$ cat src/fplc_consts.vh
// constants for the float and loop csr bank
// Function
// read-only fields ignore csr writes and return a constant or a core-produced value.
// read/write fields hold the written value until rewritten or updated by the core.
// field access behaviour applies at the listed privilege level or any higher level.
// the exception-flag register at 0x001 exists only with the float unit and resets to zero.
// exception-flag bits 31:5 read zero; bits 4..0 are invalid, div-zero, overflow, underflow, inexact.
// the rounding register at 0x002 exists only with the float unit, resets to zero, bits 31:3 read zero.
// rounding codes: 000 even, 001 zero, 010 down, 011 up, 100 max-magnitude, 111 dynamic; 101/110 invalid.
// combined status at 0x003 resets to zero, bits 7:5 rounding, 4:0 flags, upper bits zero.
// combined status and the flag and rounding registers share one storage.
// two 32-bit loop-start registers at 0x800 and 0x804 exist with the extension, reset zero.
// two 32-bit loop-end registers at 0x801 and 0x805 exist with the extension, reset zero.
// two 32-bit loop-count registers at 0x802 and 0x806 exist with the extension, reset zero.
// a read-only privilege register at 0xcc1 exists with the extension, bits 31:2 read zero.
// privilege encodes 11 machine, 10 hyper, 01 super, 00 user, and always reads 11.
// a read-only thread-identity register at 0xcc0 returns the thread identifier input.
// a write to a read-only register raises an illegal-instruction exception.
// any access to an unimplemented address raises an illegal-instruction exception.
`ifndef FPLC_CONSTS_VH
`define FPLC_CONSTS_VH
`define FPLC_ADDR_FLAGS 12'h001
`define FPLC_ADDR_ROUND 12'h002
`define FPLC_ADDR_FCSR 12'h003
`define FPLC_ADDR_LP0_START 12'h800
`define FPLC_ADDR_LP0_END 12'h801
`define FPLC_ADDR_LP0_COUNT 12'h802
`define FPLC_ADDR_LP1_START 12'h804
`define FPLC_ADDR_LP1_END 12'h805
`define FPLC_ADDR_LP1_COUNT 12'h806
`define FPLC_ADDR_THREAD_ID 12'hcc0
`define FPLC_ADDR_PRIV 12'hcc1
`define FPLC_FLAGS_RESET 5'h00
`define FPLC_ROUND_RESET 3'h0
`define FPLC_LOOP_RESET 32'h00000000
`define FPLC_PRIV_MACHINE 2'h3
`define FPLC_PRIV_HYPER 2'h2
`define FPLC_PRIV_SUPER 2'h1
`define FPLC_PRIV_USER 2'h0
`define FPLC_ROUND_NEAREST_EVEN 3'h0
`define FPLC_ROUND_TOWARD_ZERO 3'h1
`define FPLC_ROUND_DOWN 3'h2
`define FPLC_ROUND_UP 3'h3
`define FPLC_ROUND_NEAREST_MAX_MAGNITUDE 3'h4
`define FPLC_ROUND_DYNAMIC 3'h7
`define FPLC_FCSR_ROUND_MSB 7
`define FPLC_FCSR_ROUND_LSB 5
`define FPLC_FLAG_INVALID 4
`define FPLC_FLAG_DIV_ZERO 3
`define FPLC_FLAG_OVERFLOW 2
`define FPLC_FLAG_UNDERFLOW 1
`define FPLC_FLAG_INEXACT 0
`endif

$ cat src/fplc_csr_bank.v
// float status, hardware loop and identity csr bank
`include "fplc_consts.vh"

module fplc_csr_bank #(
    parameter float_unit_present = 1,
    parameter custom_extension_enable = 1
) (
    // clock and reset
    input wire mclk,
    input wire srst,
    // csr access from the pipeline
    input wire csr_req,
    input wire csr_we,
    input wire [11:0] csr_addr,
    input wire [31:0] csr_wdata,
    input wire [1:0] csr_priv,
    output reg csr_valid,
    output reg [31:0] csr_rdata,
    output reg csr_illegal,
    // float unit flag accrual
    input wire [4:0] fpu_flags_set,
    input wire fpu_flags_we,
    // identity
    input wire [31:0] thread_identifier_input,
    // loop state to the fetch logic, and the stored rounding mode
    output reg [31:0] loop0_start_address,
    output reg [31:0] loop0_end_address,
    output reg [31:0] loop0_iteration_count,
    output reg [31:0] loop1_start_address,
    output reg [31:0] loop1_end_address,
    output reg [31:0] loop1_iteration_count,
    output reg [2:0] fp_rounding_mode
);

    localparam [0:0] has_fpu = (float_unit_present == 1) ? 1'b1 : 1'b0;
    localparam [0:0] has_ext = (custom_extension_enable == 1) ? 1'b1 : 1'b0;

    reg [4:0] fp_flags;
    reg hit;
    reg read_only;
    reg [31:0] rd;
    wire [1:0] priv_level;
    wire take;

    // machine mode only; every listed level is user so any level qualifies
    assign priv_level = `FPLC_PRIV_MACHINE;

    always @* begin
        hit = 1'b0;
        read_only = 1'b0;
        rd = 32'h00000000;
        case (csr_addr)
            `FPLC_ADDR_FLAGS: begin
                hit = has_fpu;
                rd = {27'h0000000, fp_flags};
            end
            `FPLC_ADDR_ROUND: begin
                hit = has_fpu;
                rd = {29'h00000000, fp_rounding_mode};
            end
            `FPLC_ADDR_FCSR: begin
                hit = has_fpu;
                rd = {24'h000000, fp_rounding_mode, fp_flags};
            end
            `FPLC_ADDR_LP0_START: begin
                hit = has_ext;
                rd = loop0_start_address;
            end
            `FPLC_ADDR_LP0_END: begin
                hit = has_ext;
                rd = loop0_end_address;
            end
            `FPLC_ADDR_LP0_COUNT: begin
                hit = has_ext;
                rd = loop0_iteration_count;
            end
            `FPLC_ADDR_LP1_START: begin
                hit = has_ext;
                rd = loop1_start_address;
            end
            `FPLC_ADDR_LP1_END: begin
                hit = has_ext;
                rd = loop1_end_address;
            end
            `FPLC_ADDR_LP1_COUNT: begin
                hit = has_ext;
                rd = loop1_iteration_count;
            end
            `FPLC_ADDR_THREAD_ID: begin
                hit = has_ext;
                read_only = 1'b1;
                rd = thread_identifier_input;
            end
            `FPLC_ADDR_PRIV: begin
                hit = has_ext;
                read_only = 1'b1;
                rd = {30'h00000000, priv_level};
            end
            default: begin
                hit = 1'b0;
            end
        endcase
    end

    // csr_priv is any level at or above user, which all these registers list
    assign take = csr_req & csr_we & hit & ~read_only;

    always @(posedge mclk) begin
        if (srst) begin
            fp_flags <= `FPLC_FLAGS_RESET;
            fp_rounding_mode <= `FPLC_ROUND_RESET;
            loop0_start_address <= `FPLC_LOOP_RESET;
            loop0_end_address <= `FPLC_LOOP_RESET;
            loop0_iteration_count <= `FPLC_LOOP_RESET;
            loop1_start_address <= `FPLC_LOOP_RESET;
            loop1_end_address <= `FPLC_LOOP_RESET;
            loop1_iteration_count <= `FPLC_LOOP_RESET;
            csr_valid <= 1'b0;
            csr_rdata <= 32'h00000000;
            csr_illegal <= 1'b0;
        end else begin
            csr_valid <= csr_req;
            csr_rdata <= (csr_req & hit) ? rd : 32'h00000000;
            csr_illegal <= csr_req & (~hit | (csr_we & read_only));
            // flags accrue from the float unit; a csr write replaces them, then accrual ors in
            if (take && (csr_addr == `FPLC_ADDR_FLAGS)) begin
                fp_flags <= csr_wdata[4:0] | (fpu_flags_we ? fpu_flags_set : 5'h00);
            end else if (take && (csr_addr == `FPLC_ADDR_FCSR)) begin
                fp_flags <= csr_wdata[4:0] | (fpu_flags_we ? fpu_flags_set : 5'h00);
            end else if (fpu_flags_we && has_fpu) begin
                fp_flags <= fp_flags | fpu_flags_set;
            end
            // all eight codes are stored; 101 and 110 are left for the float unit to reject
            if (take && (csr_addr == `FPLC_ADDR_ROUND)) begin
                fp_rounding_mode <= csr_wdata[2:0];
            end else if (take && (csr_addr == `FPLC_ADDR_FCSR)) begin
                fp_rounding_mode <= csr_wdata[`FPLC_FCSR_ROUND_MSB:`FPLC_FCSR_ROUND_LSB];
            end
            if (take && (csr_addr == `FPLC_ADDR_LP0_START)) begin
                loop0_start_address <= csr_wdata;
            end
            if (take && (csr_addr == `FPLC_ADDR_LP0_END)) begin
                loop0_end_address <= csr_wdata;
            end
            if (take && (csr_addr == `FPLC_ADDR_LP0_COUNT)) begin
                loop0_iteration_count <= csr_wdata;
            end
            if (take && (csr_addr == `FPLC_ADDR_LP1_START)) begin
                loop1_start_address <= csr_wdata;
            end
            if (take && (csr_addr == `FPLC_ADDR_LP1_END)) begin
                loop1_end_address <= csr_wdata;
            end
            if (take && (csr_addr == `FPLC_ADDR_LP1_COUNT)) begin
                loop1_iteration_count <= csr_wdata;
            end
        end
    end

endmodule // fplc_csr_bank

$ cat config.mk
export PLATFORM = sky130hd
export DESIGN_NAME = fplc_csr_bank
export DESIGN_NICKNAME = d
export VERILOG_FILES = /design/src/fplc_csr_bank.v
export VERILOG_INCLUDE_DIRS = /design/src
export SDC_FILE = /design/constraint.sdc
export NUM_CORES = 1
export LEC_CHECK = 0
export BUFFER_PORTS_ARGS = -buffer_cell sky130_fd_sc_hd__buf_2
export CORE_ASPECT_RATIO = 0.75
export CORE_MARGIN = 4
export CORE_UTILIZATION = 47
export DETAILED_ROUTE_END_ITERATION = 7
export PLACE_DENSITY = 0.77
export SYNTH_ARGS = -nofsm -noshare
export SYNTH_HDL_FRONTEND = slang
export SYNTH_SLANG_ARGS = --single-unit
$ cat constraint.sdc
create_clock -name mclk -period 1.9 [get_ports mclk]
set_input_delay 0.19 -clock mclk [delete_from_list [all_inputs] [get_ports mclk]]
set_output_delay 0.19 -clock mclk [all_outputs]
set_load 0.01 [all_outputs]
Word-level counts from Yosys, hierarchy flattened
Cells that the tools add are included.
{"block": "op_classes", "eq_ne": 11, "muxes": 9, "bitwise": 12, "n_reduce_logical": 14}
{"op": "32-bit one-hot mux with 11 select lines", "count": 1}
{"op": "12-bit == test (second input constant)", "count": 8}
{"op": "12-bit by 2-bit == test with 1-bit output (second input constant)", "count": 2}
{"op": "5-bit two-way mux", "count": 4}
{"op": "12-bit by 1-bit == test with 1-bit output (second input constant)", "count": 1}
{"op": "11-bit OR reduction", "count": 1}
{"op": "5-bit bitwise OR", "count": 2}
{"op": "1-bit logical AND", "count": 9}
{"op": "1-bit AND", "count": 6}
{"op": "3-bit two-way mux", "count": 2}
{"op": "2-bit OR reduction", "count": 2}
{"op": "1-bit NOT", "count": 3}
{"op": "3-bit nonzero test", "count": 1}
{"op": "1-bit two-way mux", "count": 2}
{"op": "2-bit nonzero test", "count": 1}
{"op": "1-bit bitwise OR", "count": 1}
{"block": "word_totals", "reg_bits": 234, "inputBits": 88, "output_inout_bits": 229, "word_cells": 57}

Longest topological paths before layout
{"block": "logic_depth", "word_depth": 8, "mapped_depth": 9}

Worst setup path after synthesis
No wires, ideal clock.
{"block": "synth_timing", "path_kind": "input to register", "from": "in csr_addr[1]", "to": "reg loop1_start_address[13]", "t_arrival_ns": 1.880, "required_ns": 1.768, "setup_slack_ns": -0.112, "stages": 7, "path_buffers": 3, "path_cell_list": "buf_6 -> or4b_1 -> buf_4 -> or4_4 -> clkbuf_1 -> o21ai_0 -> a21oi_1"}
{"block": "synth_between", "elab_chain_cells": 6, "elab_cells_between_ends": 19, "classes_between": "11 x eq/ne; 2 x mux; 3 x bitwise; 3 x reduce/logical"}
{"element": "from (decl)", "line": "fplc_csr_bank.v:14", "rtl": "input wire [11:0] csr_addr,"}
{"element": "12-bit by 1-bit == test with 1-bit output (tied with other cells)", "line": "fplc_csr_bank.v:52", "rtl": "case (csr_addr)"}
{"element": "11-bit OR reduction (no source line) or 2-bit OR reduction (tied branches)"}
{"element": "1-bit two-way mux", "line": "fplc_csr_bank.v:52"}
{"element": "1-bit AND or 1-bit NOT (tied branches)", "line": "fplc_csr_bank.v:106", "rtl": "assign take = csr_req & csr_we & hit & ~read_only;"}
{"element": "1-bit AND", "line": "fplc_csr_bank.v:106"}
{"element": "1-bit logical AND *", "line": "fplc_csr_bank.v:148", "rtl": "if (take && (csr_addr == `FPLC_ADDR_LP1_START)) begin"}
{"element": "to (signal assigned)", "line": "fplc_csr_bank.v:115", "rtl": "loop1_start_address <= `FPLC_LOOP_RESET;"}
{"element": "to (signal assigned)", "line": "fplc_csr_bank.v:149", "rtl": "loop1_start_address <= csr_wdata;"}
{"element": "to (decl)", "line": "fplc_csr_bank.v:29", "rtl": "output reg [31:0] loop1_start_address,"}
Mark *: on every way between the ends. The rest lies on a longest branch, timed or not.
A chain may end at the register's enable or synchronous reset.

Final worst setup path
{"block": "layout_timing", "from": "in csr_addr[8]", "to": "reg csr_rdata[13]"}
{"block": "layout_between", "elab_chain_cells": 6, "elab_cells_between_ends": 17, "classes_between": "11 x eq/ne; 2 x mux; 2 x bitwise; 2 x reduce/logical"}
{"element": "12-bit by 1-bit == test with 1-bit output (tied with other cells)", "line": "fplc_csr_bank.v:52"}
{"element": "11-bit OR reduction (no source line)"}
{"element": "1-bit two-way mux", "line": "fplc_csr_bank.v:52"}
{"element": "1-bit AND", "line": "fplc_csr_bank.v:123", "rtl": "csr_rdata <= (csr_req & hit) ? rd : 32'h00000000;"}
{"element": "1-bit NOT (no source line)"}
{"element": "2-bit OR reduction (no source line)"}
{"element": "to (signal assigned)", "line": "fplc_csr_bank.v:123"}
{"element": "to (decl)", "line": "fplc_csr_bank.v:18", "rtl": "output reg [31:0] csr_rdata,"}
Parallel ways exist; a longest one is shown, timed or not.

==> results by stage <==
Run status:
- The run finished with clean final reports.

Global route:
- Across every metal layer, demand over resource in global routing totals 0.352.
- The number of antenna violations at the first check in global routing is 0.
- The global-route wire length before repair is ~70000 µm.
- For this run, global-route usage on met1 was measured as 0.479.
- The number of global-route vias before repair was 12000.
- The sum of overflow across all layers after global routing is 0.
- In the global route stage, met3 resource usage came out at 0.107.
- The most used routing layer is met2.
- The maximum number of pins on one net before global-route repair is approximately 170.
- The met2 track utilization from global routing is 0.543.

Detailed routing:
- The via count is approximately 13000.
- After the first detailed-routing iteration, the DRC count stood at ~2100.
- In the routed design, unresolved DRC markers number 0.
- The post-detailed-route via-to-cell ratio is approximately 6.5.
- The routed wirelength normalized by instance count is 24.0 µm.
- The first-pass iteration count of the detailed router is 7.
- The detail route stage leaves a number of antenna-violating nets equal to 0.
- The routed design has approximately 46000 µm of wire.

STA:
- Setup repair after global routing left no endpoint under its margin.
- The number of hold-slack violations in the final timing report came to 0.
- Setup total negative slack on the finished layout was measured at 0 ns.
- The minimum clock period is between 1.5 and 2 ns.
- Setup violations remaining at the end of the flow were counted as 0.
- The transition at the pin with the smallest max-transition slack is roughly 1.0 ns.
- The number of max-slew violations in the final report is 0.
- The slack of the critical path is 0.0984 ns.
- The post-route clock skew is about 0.011 ns.
- The share of the clock period used by the worst path is 0.948.
- The maximum operating frequency is between 500 and 600 MHz.
- Measured against its own limit, the worst slew margin works out to 0.330.

Synth:
- Synthesis produced approximately 1300 cells.
- sky130_fd_sc_hd__dfxtp_1 is the most common cell in the netlist.
- Ranked by instance count, the synthesized netlist is headed by sky130_fd_sc_hd__dfxtp_1, sky130_fd_sc_hd__nand3_1, sky130_fd_sc_hd__a21oi_1.
- By area the synthesized netlist is led by sky130_fd_sc_hd__dfxtp_1, sky130_fd_sc_hd__nand3_1, sky130_fd_sc_hd__a21oi_1.
- The count of yosys warnings during synthesis is 0.
- The synthesized design contains 0 enable-type register cells.
- The post-synth net total is roughly 1300.
- The synthesis-stage register bit count is between 200 and 250.
- The dominant synthesized flop cell is sky130_fd_sc_hd__dfxtp_1.
- For this run, the register share of the synthesized area comes to 0.447.
- The synthesized netlist occupies a cell area of approximately 10000 µm².
- The area fraction of the dominant cell type after synthesis is 0.447.
- The mean instance size in the synthesized netlist is roughly 8.3 µm².
- Of all flip-flops after synthesis, the portion carrying an async set or reset was 0.
- The cell taking the most area after synthesis is sky130_fd_sc_hd__dfxtp_1.
- The netlist uses 51 different library cells.

Placement:
- The half-perimeter wire length of the detailed placement result is 30900 µm.
- After detailed placement, the total cell area comes to 12900 µm².
- Buffers placed on the I/O ports in this run total between 300 and 400.
- The instance count after placement with tap cells included is about 1800.
- The congestion estimate from routability-driven global placement came to roughly 0.96.
- Before CTS, the worst setup slack after placement is -0.373 ns.

Floorplan:
- Measured along the x axis, the die boundary spans about 180 µm.
- The total area inside the core boundary comes to approximately 22000 µm².
- The floorplan has 46 rows.
- For this design the top-level I/O count stands at around 320.
- The die outline area is 24800 µm².
- The die is roughly 140 µm tall.
- The starting density of the core is 0.486.

CTS:
- The clock tree root driver cell is sky130_fd_sc_hd__clkbuf_16.
- Buffers added to address setup during post-CTS repair amount to 0.
- Clock latency on the worst-skew pair, taken at its later pin, is roughly 0.52 ns.
- The largest buffer count on any clock path is 3.
- The TritonCTS sink count is roughly 230.
- TritonCTS built the clock tree.
- The number of CTS-inserted buffers is 24.
- CTS built an H-tree with a depth of 1.
- The number of gates resized after CTS was 0.
- The clock input transition at the sequential cells of the worst setup and hold paths is ~0.06 ns.

Critical path:
- STA classifies the critical path startpoint as an input port.
- The critical path goes through buf_2, or4b_1, buf_4, nor4_4, buf_4, a222oi_1, a31oi_1.
- For the worst setup path, the data arrival time is approximately 2.2 ns.
- The standard cell with the maximum stage delay on the critical path is sky130_fd_sc_hd__or4b_1.
- Counting stages on the worst path, the most repeated cell is sky130_fd_sc_hd__buf_4.
- The critical path's largest stage delay is about 0.66 ns.
- The worst-path maximum fanout is 18.
- The endpoint required time on the critical path is 2.34 ns.
- The worst setup path is of the in2reg kind.
- The number of buffers and inverters on the critical path is 3.
- The internal reg-to-reg setup slack is 0.38 ns.
- Broken down by cell family, the worst path's largest delay share belongs to simple AND/OR/NAND/NOR gates.
- The kind of capture point of the worst setup path is a flop.

Worst hold path:
- The tightest min-delay check is of the in2reg type.

Power and ir drop:
- For this design the ratio of total power to cell area is 725 nW/µm².
- IR analysis of the VDD net gives a maximum drop of a little under 600 µV.
- The cell leakage power is about 5.7 nW.
- Overall power consumption after layout is estimated at 10.4 mW.

Finish:
- The number of fill cells in the layout is ~1800.
- The number of antenna cells inserted is 0.
- The post-layout instance area is about 14000 µm².
- The area taken by multi-input logic gates is approximately 5200 µm².
- The number of standard cells in the layout, taps in and fillers out is 1927.
- The area overhead of the layout relative to synthesis is 36.8%.
- The area used by sequential logic in the layout is roughly 4700 µm².
- In the final layout, the share of cells above drive strength 1 is 0.315.
- The number of nets in the final layout is 1710.

Job:
- The max-cap violation count is 0.
cell type report:
class,instances,area share
Clock inverter,7,0.00524
Clock buffer,36,0.0486
Timing Repair Buffer,487,0.230
Inverter,2,0.000524
Sequential cell,234,0.327
Multi-Input combinational cell,873,0.363
Tap cell,288,0.0252
layout by cell type, fill, tap and decap left out, drive strengths merged, types with 8 or more instances in the layout:
cell type	n
clkbuf	36
a222oi	11
o21ai	205
mux2	26
a21oi	198
o2bb2ai	10
dfxtp	234
nand3	201
a22oi	34
mux2i	18
buf	425
nor4	13
nand2	36
a31oi	34
a32oi	13
dlygate4sd3	62
nor2	8
report_power, final:
group,internal [mW],switching (mW),leakage (nW)
sequential,4.91,0.00477,1.89
clock,2.67,2.05,0.381
combinational,0.276,0.466,3.39
path summary, 6_finish.rpt:
| check | to | cells after the start | from |
|---|---|---|---|
| worst max register to register | csr_rdata[0] | 4 | fp_rounding_mode[0] |
| worst min-delay path | loop0_start_address[25] | 3 | csr_wdata[25] |
| worst max-delay path | csr_rdata[13] | 7 | csr_addr[8] |
| worst min register to register | csr_rdata[3] | 2 | loop0_iteration_count[3] |
state kept, by name (all words and copies together), names as in the netlist:
register / cells
csr_illegal: 1
csr_rdata: 32
csr_valid: 1
fp_flags: 5
fp_rounding_mode: 3
loop0_end_address: 32
loop0_iteration_count: 32
loop0_start_address: 32
loop1_end_address: 32
loop1_iteration_count: 32
loop1_start_address: 32
stage by stage:
stage | hold slack, ns | utilization
after CTS | 0.00322 | 0.665
after detailed placement | 0.460 | 0.601
after floorplan | 0.295 | -
after global routing | 0.0154 | 0.665
after global placement | 0.453 | 0.601
final | 0.0154 | 0.665
kinds of logic after synthesis:
group,synth area share
compound gates,0.277
simple gates,0.162
mux,0.0516
buf+inv,0.0621
flops,0.447
metal layers:
metal | part of all wire | wire length [µm]
met1 | 0.38 | 17500
met2 | 0.44 | 20200
met3 | 0.15 | 7040
met4 | 0.033 | 1530
met5 | 0 | 0
worst min-delay path, delay by kind of cell:
kind / cells / cell delay [ns]
AOI/OAI and AO/OA: 1 / 0.05
and+or+nand+nor: 1 / 0.08
buffers and inverters: 1 / 0.16
timing repair:
action,in CTS,in global routing
hold buffers,62,0
endpoints found under the hold margin,152,0
endpoints found under the setup margin,0,0
(Power assumes the default switching activity.)
